$ cat src/lsd_defs.svh
// Operation
// - First byte 1101000w plus an operand byte shifts or rotates by one, 2 cycles register, 15 memory.
// - First byte 1101001w shifts or rotates by the count register value n, 5+n register, 17+n memory.
// - First byte 1100000w takes n from a count byte after the operand byte, 5+n or 17+n cycles.
// - The shift kind field selects rotate left/right, through-carry rotates, logical and arithmetic right.
// - Opcode 001000dw conjoins register and register/memory, d picks destination, 3 or 10 cycles.
// - First byte 1000000w with data applies and/or/xor chosen by the middle field, 4 or 16 cycles.
// - Opcode 0010010w conjoins data with the accumulator, second data byte only for w=1, 3 or 4 cycles.
// - The register/memory test sets flags from the conjunction with no result, 3 or 10 cycles.
// - First byte 1111011w: middle 000 tests against data in 4 or 10 cycles, 010 inverts in 3 cycles.
// - Opcode 1010100w tests data against the accumulator with no result, 3 or 4 cycles.
// - Opcode 000010dw disjoins register and register/memory, d picks destination, 3 or 10 cycles.
// - Opcode 0000110w disjoins data into the accumulator, word width fetches two bytes, 3 or 4 cycles.
// - Opcode 001100dw exclusive-disjoins register and register/memory, 3 or 10 cycles.
// - Opcode 0011010w exclusive-disjoins data into the accumulator, 3 or 4 cycles.
`ifndef LSD_DEFS_SVH
`define LSD_DEFS_SVH
// ***************************************************
// instruction fields
// ***************************************************
`define LSD_OPC7_FLD 7:1
`define LSD_OPC6_FLD 7:2
`define LSD_MOD_FLD 7:6
`define LSD_REG_FLD 5:3
`define LSD_RM_FLD 2:0
`define LSD_W_BIT 0
`define LSD_D_BIT 1
`define LSD_LO_BYTE 7:0
`define LSD_HI_BYTE 15:8
// ***************************************************
// opcode patterns
// ***************************************************
`define LSD_OPC_SH_ONE 7'h68
`define LSD_OPC_SH_CNT 7'h69
`define LSD_OPC_SH_IMM 7'h60
`define LSD_OPC_GRP_IMM 7'h40
`define LSD_OPC_TEST_RM 7'h42
`define LSD_OPC_GRP_UN 7'h7b
`define LSD_OPC_AND_ACC 7'h12
`define LSD_OPC_OR_ACC 7'h06
`define LSD_OPC_XOR_ACC 7'h1a
`define LSD_OPC_TEST_ACC 7'h54
`define LSD_OPC_AND_RM 6'h08
`define LSD_OPC_OR_RM 6'h02
`define LSD_OPC_XOR_RM 6'h0c
`define LSD_GRP_AND 3'h4
`define LSD_GRP_OR 3'h1
`define LSD_GRP_XOR 3'h6
`define LSD_UN_TEST 3'h0
`define LSD_UN_NOT 3'h2
`define LSD_KIND_ROL 3'h0
`define LSD_KIND_ROR 3'h1
`define LSD_KIND_RCL 3'h2
`define LSD_KIND_RCR 3'h3
`define LSD_KIND_SHR 3'h5
`define LSD_KIND_SAR 3'h7
`define LSD_MOD_REG 2'h3
`define LSD_MOD_NODISP 2'h0
`define LSD_MOD_D8 2'h1
`define LSD_MOD_D16 2'h2
`define LSD_RM_DIRECT 3'h6
// ***************************************************
// cycle costs
// ***************************************************
`define LSD_CYC_SH1_REG 9'h002
`define LSD_CYC_SH1_MEM 9'h00f
`define LSD_CYC_SHN_REG 9'h005
`define LSD_CYC_SHN_MEM 9'h011
`define LSD_CYC_RM_REG 9'h003
`define LSD_CYC_RM_MEM 9'h00a
`define LSD_CYC_IMM_REG 9'h004
`define LSD_CYC_IMM_MEM 9'h010
`define LSD_CYC_TSTI_MEM 9'h00a
`define LSD_CYC_ACC_B 9'h003
`define LSD_CYC_ACC_W 9'h004
`define LSD_CYC_NOT 9'h003
`define LSD_CYC_LAST 9'h001
`define LSD_LEFT_ONE 2'h1
`define LSD_LEFT_TWO 2'h2
`define LSD_LEFT_NONE 2'h0
`endif

$ cat src/lsd_pkg.sv
package lsd_pkg;
    typedef enum logic [2:0] {
        OP_NONE = 3'h0, OP_SHIFT = 3'h1, OP_AND = 3'h2, OP_OR = 3'h3,
        OP_XOR = 3'h4, OP_TEST = 3'h5, OP_NOT = 3'h6
    } lsd_op_t;
    typedef enum logic [2:0] {
        FORM_REG_RM = 3'h0, FORM_IMM_RM = 3'h1, FORM_ACC = 3'h2, FORM_SH_ONE = 3'h3,
        FORM_SH_CNT = 3'h4, FORM_SH_IMM = 3'h5, FORM_UNARY = 3'h6
    } lsd_form_t;
    typedef enum logic [5:0] {
        ST_IDLE = 6'h01, ST_MODRM = 6'h02, ST_DISP = 6'h04,
        ST_IMM = 6'h08, ST_LOAD = 6'h10, ST_EXEC = 6'h20
    } lsd_state_t;
endpackage

$ cat src/lsd_dec_if.sv
`timescale 1ns/100ps
interface lsd_dec_if;
    import lsd_pkg::*;
    logic [7:0] opcode;
    logic [7:0] modrm;
    logic [7:0] n;
    lsd_op_t op;
    lsd_form_t form;
    logic known;
    logic needs_modrm;
    logic illegal_mid;
    logic [1:0] imm_bytes;
    logic dir_to_reg;
    logic mem;
    logic [8:0] cycles;
    modport dec (input opcode, modrm, output op, form, known, needs_modrm, illegal_mid,
        imm_bytes, dir_to_reg);
    modport calc (input op, form, opcode, mem, n, output cycles);
    modport top (output opcode, modrm, n, mem, input op, form, known, needs_modrm,
        illegal_mid, imm_bytes, dir_to_reg, cycles);
endinterface

$ cat src/lsd_top.sv
`timescale 1ns/100ps
`include "lsd_defs.svh"
module lsd_top
    import lsd_pkg::*;
(
    input wire logic i_core_clk,
    input wire logic i_rstn,
    input wire logic i_ce,
    input wire logic i_byte_valid,
    input wire logic [7:0] i_byte,
    input wire logic [7:0] i_shift_count,
    output logic o_byte_ready,
    output logic o_valid,
    output logic o_done,
    output logic o_busy,
    output logic o_illegal,
    output lsd_op_t o_op,
    output lsd_form_t o_form,
    output logic [2:0] o_shift_kind,
    output logic o_word,
    output logic o_dir_to_reg,
    output logic o_mem,
    output logic o_write_result,
    output logic o_flags_only,
    output logic [2:0] o_reg_field,
    output logic [2:0] o_rm_field,
    output logic [15:0] o_disp,
    output logic [15:0] o_imm,
    output logic [7:0] o_shift_amount,
    output logic [8:0] o_cycles
);
    // ***************************************************
    // state
    // ***************************************************
    lsd_state_t state_reg;
    lsd_state_t state_next;
    logic [7:0] opcode_reg;
    logic [7:0] modrm_reg;
    logic [15:0] disp_reg;
    logic [15:0] imm_reg;
    logic [1:0] left_reg;
    logic [1:0] left_next;
    logic hi_reg;
    logic [8:0] cnt_reg;
    lsd_dec_if dif();
    lsd_field_decode u_dec (.d(dif.dec));
    lsd_cycle_calc u_calc (.c(dif.calc));
    // ***************************************************
    // decode steering
    // ***************************************************
    wire st_idle = state_reg == ST_IDLE;
    wire st_modrm = state_reg == ST_MODRM;
    wire st_disp = state_reg == ST_DISP;
    wire st_imm = state_reg == ST_IMM;
    wire st_load = state_reg == ST_LOAD;
    wire st_exec = state_reg == ST_EXEC;
    wire take = i_byte_valid & o_byte_ready;
    wire [7:0] modrm_cur = st_modrm ? i_byte : modrm_reg;
    wire [1:0] mod_cur = modrm_cur[`LSD_MOD_FLD];
    wire direct = mod_cur == `LSD_MOD_NODISP && modrm_cur[`LSD_RM_FLD] == `LSD_RM_DIRECT;
    wire [1:0] disp_n = (mod_cur == `LSD_MOD_D8) ? `LSD_LEFT_ONE :
        (mod_cur == `LSD_MOD_D16 || direct) ? `LSD_LEFT_TWO : `LSD_LEFT_NONE;
    wire imm_after = dif.imm_bytes != `LSD_LEFT_NONE;
    wire bad_byte = take & ((st_idle & ~dif.known) | (st_modrm & dif.illegal_mid));
    wire last_cnt = cnt_reg == `LSD_CYC_LAST;
    wire fetch_next = state_next == ST_IDLE || state_next == ST_MODRM ||
        state_next == ST_DISP || state_next == ST_IMM;
    wire stay = state_next == state_reg;
    wire write_res = dif.op != OP_TEST;
    assign dif.opcode = st_idle ? i_byte : opcode_reg;
    assign dif.modrm = modrm_cur;
    assign dif.mem = modrm_reg[`LSD_MOD_FLD] != `LSD_MOD_REG;
    assign dif.n = (dif.form == FORM_SH_IMM) ? imm_reg[`LSD_LO_BYTE] : i_shift_count;
    // ***************************************************
    // next state
    // ***************************************************
    always_comb begin
        state_next = state_reg;
        left_next = left_reg;
        unique case (state_reg)
            ST_IDLE: begin
                if (take && dif.known) begin
                    if (dif.needs_modrm) begin
                        state_next = ST_MODRM;
                    end else begin
                        state_next = ST_IMM;
                        left_next = dif.imm_bytes;
                    end
                end
            end
            ST_MODRM: begin
                if (take) begin
                    if (dif.illegal_mid) begin
                        state_next = ST_IDLE;
                    end else if (disp_n != `LSD_LEFT_NONE) begin
                        state_next = ST_DISP;
                        left_next = disp_n;
                    end else if (imm_after) begin
                        state_next = ST_IMM;
                        left_next = dif.imm_bytes;
                    end else begin
                        state_next = ST_LOAD;
                    end
                end
            end
            ST_DISP: begin
                if (take) begin
                    if (left_reg == `LSD_LEFT_ONE) begin
                        state_next = imm_after ? ST_IMM : ST_LOAD;
                        left_next = dif.imm_bytes;
                    end else begin
                        left_next = left_reg - `LSD_LEFT_ONE;
                    end
                end
            end
            ST_IMM: begin
                if (take) begin
                    if (left_reg == `LSD_LEFT_ONE) begin
                        state_next = ST_LOAD;
                    end else begin
                        left_next = left_reg - `LSD_LEFT_ONE;
                    end
                end
            end
            ST_LOAD: begin
                state_next = ST_EXEC;
            end
            ST_EXEC: begin
                if (last_cnt) begin
                    state_next = ST_IDLE;
                end
            end
            default: begin
                state_next = ST_IDLE;
            end
        endcase
    end
    // ***************************************************
    // byte capture
    // ***************************************************
    always_ff @(posedge i_core_clk or negedge i_rstn) begin
        if (!i_rstn) begin
            state_reg <= ST_IDLE;
            left_reg <= `LSD_LEFT_NONE;
            hi_reg <= 1'b0;
            opcode_reg <= 8'h00;
            modrm_reg <= 8'h00;
            disp_reg <= 16'h0000;
            imm_reg <= 16'h0000;
            o_byte_ready <= 1'b1;
        end else if (i_ce) begin
            state_reg <= state_next;
            left_reg <= left_next;
            o_byte_ready <= fetch_next;
            hi_reg <= take && stay && (st_disp || st_imm) ? 1'b1 : (stay ? hi_reg : 1'b0);
            if (take && st_idle) begin
                opcode_reg <= i_byte;
                disp_reg <= 16'h0000;
                imm_reg <= 16'h0000;
            end
            if (take && st_modrm) begin
                modrm_reg <= i_byte;
            end
            if (take && st_disp && !hi_reg) disp_reg[`LSD_LO_BYTE] <= i_byte;
            if (take && st_disp && hi_reg) disp_reg[`LSD_HI_BYTE] <= i_byte;
            if (take && st_imm && !hi_reg) imm_reg[`LSD_LO_BYTE] <= i_byte;
            if (take && st_imm && hi_reg) imm_reg[`LSD_HI_BYTE] <= i_byte;
        end
    end
    // ***************************************************
    // result and timing
    // ***************************************************
    always_ff @(posedge i_core_clk or negedge i_rstn) begin
        if (!i_rstn) begin
            cnt_reg <= 9'h000;
            o_valid <= 1'b0;
            o_done <= 1'b0;
            o_busy <= 1'b0;
            o_illegal <= 1'b0;
            o_op <= OP_NONE;
            o_form <= FORM_REG_RM;
            o_shift_kind <= 3'h0;
            o_word <= 1'b0;
            o_dir_to_reg <= 1'b0;
            o_mem <= 1'b0;
            o_write_result <= 1'b0;
            o_flags_only <= 1'b0;
            o_reg_field <= 3'h0;
            o_rm_field <= 3'h0;
            o_disp <= 16'h0000;
            o_imm <= 16'h0000;
            o_shift_amount <= 8'h00;
            o_cycles <= 9'h000;
        end else if (i_ce) begin
            o_valid <= st_load;
            o_done <= st_exec && last_cnt;
            o_illegal <= bad_byte;
            if (st_load) begin
                cnt_reg <= dif.cycles;
                o_busy <= 1'b1;
                o_op <= dif.op;
                o_form <= dif.form;
                o_shift_kind <= modrm_reg[`LSD_REG_FLD];
                o_word <= opcode_reg[`LSD_W_BIT];
                o_dir_to_reg <= dif.dir_to_reg;
                o_mem <= dif.mem;
                o_write_result <= write_res;
                o_flags_only <= ~write_res;
                o_reg_field <= modrm_reg[`LSD_REG_FLD];
                o_rm_field <= modrm_reg[`LSD_RM_FLD];
                o_disp <= disp_reg;
                o_imm <= imm_reg;
                o_shift_amount <= dif.n;
                o_cycles <= dif.cycles;
            end else if (st_exec) begin
                cnt_reg <= cnt_reg - `LSD_CYC_LAST;
                o_busy <= ~last_cnt;
            end
        end
    end
endmodule // lsd_top

$ cat src/lsd_field_decode.sv
`timescale 1ns/100ps
`include "lsd_defs.svh"
module lsd_field_decode
    import lsd_pkg::*;
(
    lsd_dec_if.dec d
);
    // ***************************************************
    // opcode match
    // ***************************************************
    wire [6:0] o7 = d.opcode[`LSD_OPC7_FLD];
    wire [5:0] o6 = d.opcode[`LSD_OPC6_FLD];
    wire [2:0] mid = d.modrm[`LSD_REG_FLD];
    wire is_sh1 = o7 == `LSD_OPC_SH_ONE;
    wire is_shc = o7 == `LSD_OPC_SH_CNT;
    wire is_shi = o7 == `LSD_OPC_SH_IMM;
    wire is_and_rm = o6 == `LSD_OPC_AND_RM;
    wire is_or_rm = o6 == `LSD_OPC_OR_RM;
    wire is_xor_rm = o6 == `LSD_OPC_XOR_RM;
    wire is_grpi = o7 == `LSD_OPC_GRP_IMM;
    wire is_test_rm = o7 == `LSD_OPC_TEST_RM;
    wire is_grpu = o7 == `LSD_OPC_GRP_UN;
    wire is_and_acc = o7 == `LSD_OPC_AND_ACC;
    wire is_or_acc = o7 == `LSD_OPC_OR_ACC;
    wire is_xor_acc = o7 == `LSD_OPC_XOR_ACC;
    wire is_test_acc = o7 == `LSD_OPC_TEST_ACC;
    wire is_shift = is_sh1 | is_shc | is_shi;
    wire is_rm = is_and_rm | is_or_rm | is_xor_rm;
    wire is_acc = is_and_acc | is_or_acc | is_xor_acc | is_test_acc;
    // ***************************************************
    // middle field
    // ***************************************************
    wire kind_ok = mid == `LSD_KIND_ROL || mid == `LSD_KIND_ROR || mid == `LSD_KIND_RCL ||
        mid == `LSD_KIND_RCR || mid == `LSD_KIND_SHR || mid == `LSD_KIND_SAR;
    wire gi_and = is_grpi && mid == `LSD_GRP_AND;
    wire gi_or = is_grpi && mid == `LSD_GRP_OR;
    wire gi_xor = is_grpi && mid == `LSD_GRP_XOR;
    wire gu_test = is_grpu && mid == `LSD_UN_TEST;
    wire gu_not = is_grpu && mid == `LSD_UN_NOT;
    wire word = d.opcode[`LSD_W_BIT];
    assign d.known = is_shift | is_rm | is_grpi | is_test_rm | is_grpu | is_acc;
    assign d.needs_modrm = is_shift | is_rm | is_grpi | is_test_rm | is_grpu;
    assign d.illegal_mid = (is_shift & ~kind_ok) | (is_grpi & ~(gi_and | gi_or | gi_xor)) |
        (is_grpu & ~(gu_test | gu_not));
    assign d.op = is_shift ? OP_SHIFT :
        (is_and_rm | is_and_acc | gi_and) ? OP_AND :
        (is_or_rm | is_or_acc | gi_or) ? OP_OR :
        (is_xor_rm | is_xor_acc | gi_xor) ? OP_XOR :
        (is_test_rm | is_test_acc | gu_test) ? OP_TEST :
        gu_not ? OP_NOT : OP_NONE;
    assign d.form = is_sh1 ? FORM_SH_ONE : is_shc ? FORM_SH_CNT : is_shi ? FORM_SH_IMM :
        (is_rm | is_test_rm) ? FORM_REG_RM : (is_grpi | gu_test) ? FORM_IMM_RM :
        gu_not ? FORM_UNARY : FORM_ACC;
    // second data byte only for word width
    assign d.imm_bytes = is_shi ? `LSD_LEFT_ONE :
        (is_grpi | gu_test | is_acc) ? (word ? `LSD_LEFT_TWO : `LSD_LEFT_ONE) :
        `LSD_LEFT_NONE;
    assign d.dir_to_reg = is_rm & d.opcode[`LSD_D_BIT];
endmodule // lsd_field_decode

$ cat src/lsd_cycle_calc.sv
`timescale 1ns/100ps
`include "lsd_defs.svh"
module lsd_cycle_calc
    import lsd_pkg::*;
(
    lsd_dec_if.calc c
);
    // ***************************************************
    // clock cost per form
    // ***************************************************
    wire word = c.opcode[`LSD_W_BIT];
    wire [8:0] n9 = {1'b0, c.n};
    wire [8:0] sh1 = c.mem ? `LSD_CYC_SH1_MEM : `LSD_CYC_SH1_REG;
    wire [8:0] shn = (c.mem ? `LSD_CYC_SHN_MEM : `LSD_CYC_SHN_REG) + n9;
    wire [8:0] rm = c.mem ? `LSD_CYC_RM_MEM : `LSD_CYC_RM_REG;
    wire [8:0] imm_logic = c.mem ? `LSD_CYC_IMM_MEM : `LSD_CYC_IMM_REG;
    wire [8:0] imm_test = c.mem ? `LSD_CYC_TSTI_MEM : `LSD_CYC_IMM_REG;
    wire [8:0] acc = word ? `LSD_CYC_ACC_W : `LSD_CYC_ACC_B;
    assign c.cycles = (c.form == FORM_SH_ONE) ? sh1 :
        (c.form == FORM_SH_CNT || c.form == FORM_SH_IMM) ? shn :
        (c.form == FORM_REG_RM) ? rm :
        (c.form == FORM_IMM_RM) ? ((c.op == OP_TEST) ? imm_test : imm_logic) :
        (c.form == FORM_ACC) ? acc : `LSD_CYC_NOT;
endmodule // lsd_cycle_calc

$ cat config.mk
export PLATFORM = sky130hd
export DESIGN_NAME = lsd_top
export DESIGN_NICKNAME = d
export VERILOG_FILES = /design/src/lsd_pkg.sv /design/src/lsd_dec_if.sv /design/src/lsd_top.sv /design/src/lsd_field_decode.sv /design/src/lsd_cycle_calc.sv
export VERILOG_INCLUDE_DIRS = /design/src /design/src/src
export SDC_FILE = /design/constraint.sdc
export NUM_CORES = 1
export LEC_CHECK = 0
export BUFFER_PORTS_ARGS = -buffer_cell sky130_fd_sc_hd__buf_2
export CAP_MARGIN = 5
export CORE_AREA = 2 2 136 138
export DETAILED_ROUTE_END_ITERATION = 7
export DIE_AREA = 0 0 138 140
export GPL_ROUTABILITY_DRIVEN = 0
export PLACE_DENSITY = 0.61
export SKIP_LAST_GASP = 1
export SLEW_MARGIN = 25
export SYNTH_ARGS = -nofsm -noshare
export SYNTH_HDL_FRONTEND = slang
export SYNTH_HIERARCHICAL = 1
export SYNTH_SLANG_ARGS = --single-unit
export TNS_END_PERCENT = 30
$ cat constraint.sdc
create_clock -name i_core_clk -period 4.9 [get_ports i_core_clk]
set_clock_uncertainty 0.2 [all_clocks]
set_input_delay 0.98 -clock i_core_clk [delete_from_list [all_inputs] [get_ports i_core_clk]]
set_output_delay 0.98 -clock i_core_clk [all_outputs]
set_load 0.05 [all_outputs]
# == After elaboration in Yosys (flattened, before gate mapping) ==
# Index checks and enable logic that the tools add are counted.
# classes
n_addsub,3
eq_ne,53
muxes,66
n_bitwise,43
reduce_logical,51
# ops
cell,count
2-to-1 mux 9 bit,8
2-to-1 mux 8 bit,7
== test 7 bit (second input constant),7
2-to-1 mux 6 bit,7
2-to-1 mux 3 bit,13
case mux 6 bit (6 select lines),1
2-to-1 mux 2 bit,15
bitwise OR 1 bit,29
2-to-1 mux 5 bit,5
== test 3 bit (second input constant),8
== test 6 x 4 -> 1 bit (second input constant),4
== test 6 x 2 -> 1 bit (second input constant),3
logical AND 1 bit,18
AND reduction 2 bit,9
2-to-1 mux 16 bit,1
2-to-1 mux 4 bit,4
== test 7 x 5 -> 1 bit (second input constant),2
nonzero test 2 bit,7
== test 3 x 2 -> 1 bit (second input constant),4
== test 6 x 1 -> 1 bit (second input constant),2
== test 6 x 3 -> 1 bit (second input constant),2
logical OR 1 bit,11
!= test 2 x 1 -> 1 bit (second input constant),5
AND reduction 10 bit,1
other kinds (22),43
# totals
register_bits,137
out_inout_bits,74

# == Logic depth before layout (Yosys ltp) ==
# Gate-level depths: netlist of run 1.
# logic_depth
depth_word,20
depth_mapped,21
depth_no_buf,17

# == Cells and area by module ==
# Netlist of run 1, hierarchy kept.
# by_module_without_submodules
module,instances,cells_per_inst,area_each_um2,seq_area_each_um2
lsd_top,1,673,6357.3,3430.8
lsd_field_decode,1,66,439.2,0.0
lsd_cycle_calc,1,51,354.1,0.0

# == Worst setup path after synthesis of run 1 ==
# No wires, ideal clock.
# synth_path
path_kind,flip-flop to flip-flop
from,register state_reg[1]
to,register cnt_reg[7]
setup_ns,0.077
t_arrival_ns,5.084
required_time_ns,4.623
setup_slack_ns,-0.462
path_stages_with_launch,22
path_buffers,5
period_less_slack_ns,5.362
cell_sequence,dfrtp_1 -> buf_6 -> or4_4 -> buf_6 -> or2_1 -> buf_6 -> mux2_2 -> buf_6 -> or4b_4 -> nor4_4 -> nor2_1 -> o21ai_0 -> nand3b_1 -> clkbuf_1 -> nand2_1 -> o21ai_0 -> ha_1 -> a311oi_1 -> or4_1 -> a21oi_1 -> o22ai_1 -> a21oi_1
# synth_via
elab_chain_len,16
elab_cells_between_ends,44
# synth_rtl
element,line,text
"start, declared",lsd_top.sv:35,lsd_state_t state_reg;
"start signal, assigned",lsd_top.sv:152,state_reg <= state_next;
== test 6 x 1 -> 1 bit *,lsd_top.sv:51,wire st_idle = state_reg == ST_IDLE;
2-to-1 mux 8 bit *,lsd_top.sv:70,assign dif.opcode = st_idle ? i_byte : opcode_reg;
net dif.opcode[1],lsd_dec_if.sv:4,logic [7:0] opcode;
== test 7 bit (no line),n/a,
logical AND 1 bit (no line),n/a,
bitwise OR 1 bit,lsd_field_decode.sv:52,(is_rm | is_test_rm) ? FORM_REG_RM : (is_grpi | gu_test) ? FORM_IMM_RM :
2-to-1 mux 3 bit (2 in a row),lsd_field_decode.sv:52,
2-to-1 mux 3 bit (2 in a row),lsd_field_decode.sv:51,assign d.form = is_sh1 ? FORM_SH_ONE : is_shc ? FORM_SH_CNT : is_shi ? FORM_SH_IMM :
2-to-1 mux 3 bit *,lsd_field_decode.sv:51,
net dif.form[0],lsd_dec_if.sv:8,lsd_form_t form;
== test 3 bit *,lsd_top.sv:73,assign dif.n = (dif.form == FORM_SH_IMM) ? imm_reg[`LSD_LO_BYTE] : i_shift_count;
2-to-1 mux 8 bit *,lsd_top.sv:73,
net dif.n[2],lsd_dec_if.sv:6,logic [7:0] n;
adder 9 x 8 -> 9 bit *,lsd_cycle_calc.sv:14,wire [8:0] shn = (c.mem ? `LSD_CYC_SHN_MEM : `LSD_CYC_SHN_REG) + n9;
2-to-1 mux 9 bit (no line) * (2 in a row),n/a,
net dif.cycles[7],lsd_dec_if.sv:15,logic [8:0] cycles;
2-to-1 mux 9 bit *,lsd_top.sv:198,if (st_load) begin
"end signal, assigned",lsd_top.sv:199,cnt_reg <= dif.cycles;
"end signal, assigned",lsd_top.sv:216,cnt_reg <= cnt_reg - `LSD_CYC_LAST;
"end, declared",lsd_top.sv:44,logic [8:0] cnt_reg;
# The timed path passes the listed nets; every way through them passes the cells marked *.
# A chain may end at the register's enable or synchronous reset.

# == Worst setup path after layout of run 1 ==
# layout_path
from,register state_reg[2]
to,register cnt_reg[7]
# layout_via
elab_chain_len,16
elab_cells_between_ends,44
# layout_rtl
element,line
== test 6 x 1 -> 1 bit *,lsd_top.sv:51
2-to-1 mux 8 bit *,lsd_top.sv:70
net dif.opcode[6],lsd_dec_if.sv:4
"== test 6 x 4 -> 1 bit (no line), or another cell as far along",n/a
bitwise OR 1 bit / logical AND 1 bit (equally long branches),n/a
"bitwise OR 1 bit, on equally long branches","lsd_field_decode.sv:28, lsd_field_decode.sv:52"
bitwise OR 1 bit / 2-to-1 mux 3 bit (equally long branches),lsd_field_decode.sv:52
2-to-1 mux 3 bit,lsd_field_decode.sv:52
(+3 left out),n/a
net dif.form[0],lsd_dec_if.sv:8
== test 3 bit *,lsd_top.sv:73
2-to-1 mux 8 bit *,lsd_top.sv:73
net dif.n[2],lsd_dec_if.sv:6
adder 9 x 8 -> 9 bit *,lsd_cycle_calc.sv:14
2-to-1 mux 9 bit (no line) * (2 in a row),n/a
net dif.cycles[7],lsd_dec_if.sv:15
2-to-1 mux 9 bit *,lsd_top.sv:198
# Marked as above.

==> results of run 1 <==
worst reg2reg max path: cells and delay by family (launching register included):
kind	cells	cell delay (ps)
fa+ha+maj	1	340
mux	1	300
simple gates	8	2620
buf+inv	1	160
flops	1	370
compound gates	6	660
layer usage:
| metal | vias up | part of all wire [%] |
|---|---|---|
| met5 | - | 0 |
| met1 | 2870 | 48 |
| met2 | 185 | 45 |
| met3 | 20 | 5.1 |
| met4 | 0 | 1.2 |
| li1 | 2932 | - |
worst paths after layout:
kind,start,end,slack (ps)
setup reg to reg,state_reg[2]$_DFFE_PN0P_,cnt_reg[7]$_DFFE_PN0P_,150
hold / removal,o_cycles[0]$_DFFE_PN0P_,o_cycles[0]$_DFFE_PN0P_,270
min in group asynchronous,i_rstn,o_flags_only$_DFFE_PN0P_,470
setup / recovery,state_reg[2]$_DFFE_PN0P_,cnt_reg[7]$_DFFE_PN0P_,150
max in group asynchronous,i_rstn,o_shift_amount[5]$_DFFE_PN0P_,3100
hold reg to reg,o_cycles[0]$_DFFE_PN0P_,o_cycles[0]$_DFFE_PN0P_,270
per-stage QoR:
| stage | util (%) | power [mW] | setup TNS (ps) | instances |
|---|---|---|---|---|
| after floorplan | - | 3.11 | -666 | 775 |
| after global placement | 44.5 | 3.60 | 0 | 1081 |
| after detailed placement | 44.5 | 3.62 | 0 | 1081 |
| after CTS | 47.5 | 4.79 | 0 | 1113 |
| after global routing | 48.0 | 5.08 | -104 | 1121 |
| final | 48.0 | 4.80 | 0 | 1121 |
layout make-up:
class | instances | area, um2
clock buffer | 18 | 429
clock inverter | 14 | 98.8
fill | 1696 | 9250
inverter | 42 | 158
multi-input combinational | 544 | 3310
sequential | 137 | 3430
tap | 229 | 287
timing repair buffer | 137 | 821
where the power goes:
part / internal, mW / switching, mW
combinational: 0.605 / 1.38
clock: 0.648 / 0.513
sequential: 1.47 / 0.179
timing repair:
action / in CTS / in global routing
endpoints found under the hold margin: 0 / 0
setup buffers: 0 / 8
gates resized for setup: 0 / 10
endpoints found under the setup margin: 0 / 13
==> impl_metrics.json, run 1 <==
{
  "r2r_cells": 17,
  "crit_family": "simple AND/OR/NAND/NOR gates",
  "grt_pass1_wl_um": 30400,
  "use_met2_pct": 30.3,
  "track_usage_pct": 19.9,
  "path_buf_inv": 1,
  "h-tree-depth": 4,
  "place_hpwl_um": 13200,
  "first_iter_violations": 645,
  "setup_viol": 0,
  "fp.dieArea_um2": 19300,
  "place_ws_ps": 64.4,
  "critPathCaptureType": "register",
  "fin_area_um2": 8530,
  "fin_nets": 905,
  "worstSetupPathType": "register to register",
  "cts.clk_slew.worst_paths_ps": 70,
  "timing.final.crit_share_pct": 96.9,
  "wl_per_cell_um": 16.9,
  "maxCapViolations": 0,
  "layout_common_cells": "nand2_1, dfrtp_1, buf_2, nor2_1",
  "fin_hold_ws_ps": 269,
  "cp-start-kind": "register",
  "cp_max_fo": 16,
  "drt-pass1-iter-count": 5,
  "max_clock_freq_mhz": 211,
  "drive_above_1_share_pct": 25.0,
  "io_pins": 94,
  "numCtsBuffers": 17,
  "chipWidth_um": 138,
  "slew_violations": 0,
  "met3_usage_pct": 4.62,
  "drcViolationCount": 0,
  "status": "finished clean",
  "use_met1_pct": 28.5,
  "wirelength_um": 18900,
  "final_common_cell": "nand2_1",
  "dr_total_vias": 6007,
  "worst_slack_ps": 154,
  "dpl_cell_area_um2": 7910,
  "clock-sinks": 137,
  "post-route-min-period_ps": 4750,
  "num_rows": 49,
  "holdPathStages": 2,
  "grt_max_degree": 109,
  "required_ps": 5050,
  "start_util_pct": 39.9,
  "cp.arrival_ps": 4890,
  "yosysWarnings": 6,
  "syn_nets": 801,
  "rsz0062_at_grt": "true",
  "syn_to_final_growth_pct": 20.2,
  "antenna_found_initial": 0,
  "cp.depth": 17,
  "slew_headroom_pct": 31.0,
  "cts-hold-fix-buffers": 0,
  "drtAntennaViolNets": 0,
  "hold_viol_final": 0,
  "cts_tree": "done",
  "crit_slowest_cell": "or4_4",
  "gr-max-usage-layer": "met2",
  "portBuffers": 93,
  "path_cells": "or4_4, or2_4, mux2_2, or4b_4, nor4_4, nor2_2, o21ai_2, nand3b_1, buf_6, nand2_1, o21ai_1, ha_1, a311oi_2, or4_1, a21oi_2, o22ai_1, a21oi_1",
  "grt_overflow": 0,
  "power_leakage_nw": 4.12,
  "vdd_drop_max_uv": 392,
  "cts_max_path_buffers": 2,
  "power.density_nw_per_um2": 563,
  "syn_avg_cell_area_um2": 9.15,
  "fp.coreArea_um2": 17800,
  "first_global_vias": 5630,
  "fp.dieH_um": 140,
  "holdCritPathClass": "register to register",
  "worstMarginPinSlew_ps": 1030,
  "syn-cell-area_um2": 7090,
  "root_buffer": "clkbuf_16",
  "antennaDiodeCount": 0,
  "cp_slowest_stage_delay_ps": 560,
  "clkLatencyLatePin_ps": 430,
  "synth_cells": 775,
  "drt-vias-per-instance": 5.36
}
Note: power is estimated with default switching activity, not from simulation.
==> inputs of run 2 (changes only) <==
--- a/config.mk
+++ b/config.mk
@@ -8,11 +8,11 @@
 export LEC_CHECK = 0
 export BUFFER_PORTS_ARGS = -buffer_cell sky130_fd_sc_hd__buf_2
 export CAP_MARGIN = 5
-export CORE_AREA = 2 2 136 138
+export CORE_AREA = 2 2 129 144
 export DETAILED_ROUTE_END_ITERATION = 7
-export DIE_AREA = 0 0 138 140
+export DIE_AREA = 0 0 131 146
 export GPL_ROUTABILITY_DRIVEN = 0
-export PLACE_DENSITY = 0.61
+export PLACE_DENSITY = 0.62
 export SKIP_LAST_GASP = 1
 export SLEW_MARGIN = 25
 export SYNTH_ARGS = -nofsm -noshare
==> constraint.sdc (replaced) <==
create_clock -name i_core_clk -period 4.07 [get_ports i_core_clk]
set_clock_uncertainty 0.2 [all_clocks]
set_input_delay 0.814 -clock i_core_clk [delete_from_list [all_inputs] [get_ports i_core_clk]]
set_output_delay 0.814 -clock i_core_clk [all_outputs]
set_load 0.05 [all_outputs]
==> run 2 against run 1 <==
The run now ends with negative setup slack left. Core utilization rose by 5.1 points. First-iteration DRC count is 43% lower. Global-route usage up 1.3 points. Die area shrank 1.0%. Hold slack worse by 31 ps. Combinational power increased by 34%. Flip-flop and latch count unchanged. Routed wire length increased by 4.5%. Maximum frequency up 2.8%. Via count is 6.1% higher. Final cell count increased by 7.2%. Non-clock buffer count increased by 72. Highest routed layer unchanged.
==> impl_metrics.json, run 2 (same netlist as run 1, synthesis figures left out) <==
{
  "violations": "negative setup slack",
  "r2r-start": "state_reg[4]$_DFFE_PN0P_",
  "power_leakage_nw": 4.52,
  "first_iter_violations": 366,
  "h-tree-depth": 4,
  "start_util_pct": 40.4,
  "timing.final.crit_share_pct": 113,
  "p_sw_mw": 2.56,
  "swShare_pct": 42.2,
  "slew_headroom_pct": 41.4,
  "dr_total_vias": 6372,
  "maxCapViolations": 0,
  "layout_common_cells": "nand2_1, dfrtp_1, buf_4, buf_2, nor2_1",
  "grt_pass1_wl_um": 31700,
  "wirelength_um": 19800,
  "slew_violations": 0,
  "place_ws_ps": -709,
  "track_usage_pct": 21.2,
  "fin_nets": 977,
  "power.internal_mw": 3.50,
  "vdd_drop_max_uv": 343,
  "grt_max_degree": 95,
  "r2r_cells": 17,
  "clock-sinks": 137,
  "worstSetupPathType": "register to register",
  "first_global_vias": 6152,
  "tns_ps": -8450,
  "status": "complete, but fails checks",
  "fp.dieH_um": 146,
  "numCtsBuffers": 17,
  "chipWidth_um": 131,
  "clkLatencyLatePin_ps": 430,
  "cts.clk_slew.worst_paths_ps": 60,
  "pwr-share-clk_pct": 23.3,
  "root_buffer": "clkbuf_16",
  "cp_max_fo": 7,
  "portBuffers": 93,
  "syn_to_final_growth_pct": 31.4,
  "power.density_nw_per_um2": 650,
  "r2r_setup_slack_ps": -550,
  "cp_slowest_stage_delay_ps": 590,
  "num_rows": 51,
  "drtAntennaViolNets": 0,
  "fp.dieArea_um2": 19100,
  "post-route-min-period_ps": 4620,
  "max_clock_freq_mhz": 217,
  "path_cells": "or4_4, or2_4, mux2_4, or4b_4, nor4_4, nor4_2, nand3b_1, buf_6, buf_8, buf_6, o21ai_2, buf_6, inv_4, or4_4, a21oi_4, a22oi_2, o21ai_1",
  "io_pins": 94,
  "setup_viol": 24,
  "drt-vias-per-instance": 5.30,
  "drive_above_1_share_pct": 33.4,
  "startpoint": "state_reg[4]$_DFFE_PN0P_",
  "grt_overflow": 0,
  "rsz0062_at_grt": "true",
  "required_ps": 4220,
  "r2r-end": "cnt_reg[6]$_DFFE_PN0P_",
  "drcViolationCount": 0,
  "fp.coreArea_um2": 17500,
  "place_hpwl_um": 13900,
  "crit_slowest_cell": "or4b_4",
  "drt-pass1-iter-count": 5,
  "antenna_found_initial": 0,
  "wl_per_cell_um": 16.4,
  "final_common_cell": "nand2_1",
  "worst_slack_ps": -548,
  "cts_max_path_buffers": 2,
  "utilization_pct": 53.1,
  "cts_tree": "done",
  "antennaDiodeCount": 0,
  "power_frac_comb_pct": 44.0,
  "worstMarginPinSlew_ps": 879,
  "p_seq_share_pct": 32.7,
  "cp.arrival_ps": 4770,
  "cp-start-kind": "register",
  "crit_top_cell": "buf_6",
  "hold_viol_final": 0,
  "critPathCaptureType": "register",
  "holdCritPathClass": "primary input to asynchronous set/reset pin"
}
==> run 2: final cells by class <==
type	count	area [um2]
tap	238	298
multi-input combinational	544	3490
clock buffer	19	453
fill	1571	8230
timing repair buffer	209	1400
sequential	137	3430
clock inverter	13	93.8
inverter	42	160
==> run 2: per-layer routing <==
| metal | routed length [um] | part of all wire (%) | vias to the layer above | global-route usage [%] |
|---|---|---|---|---|
| met5 | 0 | 0 | - | 0 |
| met4 | 501 | 2.5 | 0 | 7.93 |
| met3 | 912 | 4.6 | 40 | 3.86 |
| met2 | 9660 | 49 | 202 | 34.1 |
| met1 | 8680 | 44 | 3061 | 28.4 |
| li1 | - | - | 3069 | - |
==> run 2: through the flow <==
step                      std cells  power, mW  cell area, um2  hold slack, ps
after global placement         1148       4.51            8370             247
after CTS                      1198       6.02            9160             271
after detailed placement       1148       4.54            8370             256
after global routing           1202       6.42            9320             295
after floorplan                 775       3.75            7120             235
final                          1202       6.06            9320             238
==> run 2: how the worst max path moves through the flow <==
stage                                         to  slack (ps)  cells past startpoint
after floorplan           cnt_reg[7]$_DFFE_PN0P_       -1060                     21
after global placement    cnt_reg[7]$_DFFE_PN0P_        -570                     17
after detailed placement  cnt_reg[6]$_DFFE_PN0P_        -710                     17
after CTS                 cnt_reg[7]$_DFFE_PN0P_        -590                     17
after global routing      cnt_reg[6]$_DFFE_PN0P_        -700                     17
final                     cnt_reg[6]$_DFFE_PN0P_        -550                     17
==> run 2: critical path, delay by kind of cell (launching register included) <==
kind                   cells  cell delay, ps
AOI/OAI and AO/OA          4             520
buffers and inverters      5             560
DFF                        1             380
muxes                      1             320
and+or+nand+nor            7            2540
==> run 2: what timing repair did <==
| item | 4_1_cts | 5_1_grt |
|---|---|---|
| pin swaps | 25 | 16 |
| hold buffers | 0 | 0 |
| setup buffers | 18 | 4 |
| setup endpoints to repair | 20 | 33 |
| cloned | 0 | 0 |
| resized for setup | 33 | 27 |
==> run 2: power by group through the flow <==
stage	clock network, mW	registers (mW)	logic [mW]
2_1_floorplan	0	2.69	1.06
5_1_grt	1.51	2.04	2.87
3_5_place_dp	0	2.01	2.54
6_report	1.41	1.98	2.66
3_3_place_gp	0	1.99	2.52
4_1_cts	1.44	1.98	2.60
==> inputs of run 3 (changes only) <==
--- a/config.mk
+++ b/config.mk
@@ -13,6 +13,7 @@
 export DIE_AREA = 0 0 131 146
 export GPL_ROUTABILITY_DRIVEN = 0
 export PLACE_DENSITY = 0.62
+export REMOVE_ABC_BUFFERS = 1
 export SKIP_LAST_GASP = 1
 export SLEW_MARGIN = 25
 export SYNTH_ARGS = -nofsm -noshare
==> constraint.sdc (replaced) <==
create_clock -name i_core_clk -period 4.07 [get_ports i_core_clk]
set_clock_uncertainty 0.2 [all_clocks]
set_input_delay 0.814 -clock i_core_clk [delete_from_list [all_inputs] [get_ports i_core_clk]]
set_output_delay 0.814 -clock i_core_clk [all_outputs]
set_load 0.02 [all_outputs]
==> run 3 against run 2 <==
The run still ends with negative setup slack left. Worst setup slack got worse by 40 ps. Core utilization fell by 0.66 points. Sequential power barely moved. Clock-buffer cell count fell by 1. Largest cell class is now flip-flops and latches.
==> impl_metrics.json, run 3 (same netlist as run 1, synthesis figures left out) <==
{
  "r2r_setup_slack_ps": -590,
  "final.fill_count": 1602,
  "cts_max_path_buffers": 2,
  "antenna_found_initial": 0,
  "first_iter_violations": 343,
  "dp.cells": 1150,
  "drtAntennaViolNets": 0,
  "fin_nets": 973,
  "cp_max_fo": 9,
  "power.density_nw_per_um2": 626,
  "timing.final.crit_share_pct": 114,
  "slew_violations": 0,
  "antennaDiodeCount": 0,
  "wl_per_cell_um": 16.1,
  "hold_viol_final": 0,
  "place_ws_ps": -841,
  "max_clock_freq_mhz": 215,
  "portBuffers": 93,
  "worst_slack_ps": -589,
  "worstMarginPinSlew_ps": 818,
  "first_global_vias": 6151,
  "grt_pass1_wl_um": 31100,
  "r2r_cells": 17,
  "fp.dieH_um": 146,
  "h-tree-depth": 4,
  "drt-vias-per-instance": 5.17,
  "syn_to_final_growth_pct": 29.8,
  "drcViolationCount": 0,
  "root_buffer": "clkbuf_16",
  "power_leakage_nw": 4.50,
  "violations": "negative setup slack",
  "grt_overflow": 0,
  "fin_hold_ws_ps": 201,
  "clock-sinks": 137,
  "r2r-start": "state_reg[5]$_DFFE_PN0P_",
  "io_pins": 94,
  "num_rows": 51,
  "r2r-end": "cnt_reg[6]$_DFFE_PN0P_",
  "layout_common_cells": "nand2_1, dfrtp_1, buf_4, buf_2, nor2_1",
  "cts-hold-fix-buffers": 0,
  "setup_viol": 25,
  "numCtsBuffers": 17,
  "slew_headroom_pct": 45.4,
  "final_cell_count_no_fill": 1198,
  "clkLatencyLatePin_ps": 430,
  "required_ps": 4220,
  "place_hpwl_um": 13600,
  "fp.coreArea_um2": 17500,
  "dr_total_vias": 6195,
  "critPathCaptureType": "register",
  "drive_above_1_share_pct": 31.9,
  "cp.arrival_ps": 4810,
  "final_common_cell": "nand2_1",
  "start_util_pct": 40.4,
  "grt_max_degree": 89,
  "cp-start-kind": "register",
  "post-route-min-period_ps": 4660,
  "track_usage_pct": 20.8,
  "wirelength_um": 19200,
  "startpoint": "state_reg[5]$_DFFE_PN0P_",
  "cts_tree": "done",
  "chipWidth_um": 131,
  "vdd_drop_max_uv": 291,
  "worstSetupPathType": "register to register",
  "drt-pass1-iter-count": 5,
  "crit_end": "cnt_reg[6]$_DFFE_PN0P_",
  "status": "complete, but fails checks",
  "rsz0062_at_grt": "true",
  "cts.clk_slew.worst_paths_ps": 60,
  "fp.dieArea_um2": 19100,
  "holdCritPathClass": "primary input to asynchronous set/reset pin",
  "maxCapViolations": 0
}
-- run 3: how the worst min path moves through the flow --
stage / slack, ps / endpoint / depth (start not counted) / from
detailed placement: 260 / o_rm_field[0]$_DFFE_PN0P_ / 2 / modrm_reg[0]$_DFFE_PN0P_
CTS: 230 / o_disp[11]$_DFFE_PN0P_ / 1 / i_rstn
finish: 200 / o_disp[11]$_DFFE_PN0P_ / 1 / i_rstn
floorplan: 230 / o_rm_field[0]$_DFFE_PN0P_ / 2 / modrm_reg[0]$_DFFE_PN0P_
global placement: 250 / o_rm_field[0]$_DFFE_PN0P_ / 2 / modrm_reg[0]$_DFFE_PN0P_
global route: 250 / o_disp[11]$_DFFE_PN0P_ / 1 / i_rstn
-- run 3: stage by stage --
stage          instance area [um2]  power, mW  TNS [ps]  utilization (%)
2_1_floorplan                 6840       3.21    -19310                -
3_3_place_gp                  8340       4.03     -7670             47.6
3_5_place_dp                  8340       4.06     -9980             47.6
4_1_cts                       9120       5.75     -9880             52.0
5_1_grt                       9210       6.12    -13340             52.5
6_report                      9210       5.77     -9820             52.5
-- run 3: final cells by class --
type | instances | area, um2 | share of cell area, %
clock buffer | 18 | 439 | 4.77
clock inverter | 14 | 183 | 1.98
inverter | 42 | 158 | 1.71
multi-input combinational | 545 | 3380 | 36.7
sequential | 137 | 3430 | 37.3
tap | 238 | 298 | 3.23
timing repair buffer | 204 | 1320 | 14.3
-- run 3: critical path: stages (launching register included) --
cell and delay [ps]:
dfrtp_1 380, or4_4 550, or2_4 290, mux2_4 320, or4b_4 580, nor4_4 250
nor2_2 100, o21ai_2 90, nand3b_1 140, buf_6 170, nand2_1 60, o21ai_1 100
ha_2 360, a21oi_2 80, or4_4 490, a21oi_2 190, a22oi_1 100, o21ai_1 150
-- run 3: layer usage --
layer	track usage [%]	vias up	wire (um)
met3	4.04	24	747
met4	6.70	0	294
met1	27.8	2966	8830
met2	33.7	144	9360
li1	-	3061	-
met5	0	-	0
-- run 3: repair_timing --
action,CTS,global route
endpoints found under the setup margin,21,30
pin swaps,1,7
resized for setup,12,25
cloned,1,0
setup buffers,15,3
-- run 3: where the power goes --
group          total [mW]  switching [mW]  internal (mW)
Clock                1.63           0.632          0.994
Combinational        2.16            1.24          0.919
Sequential           1.98           0.210           1.77
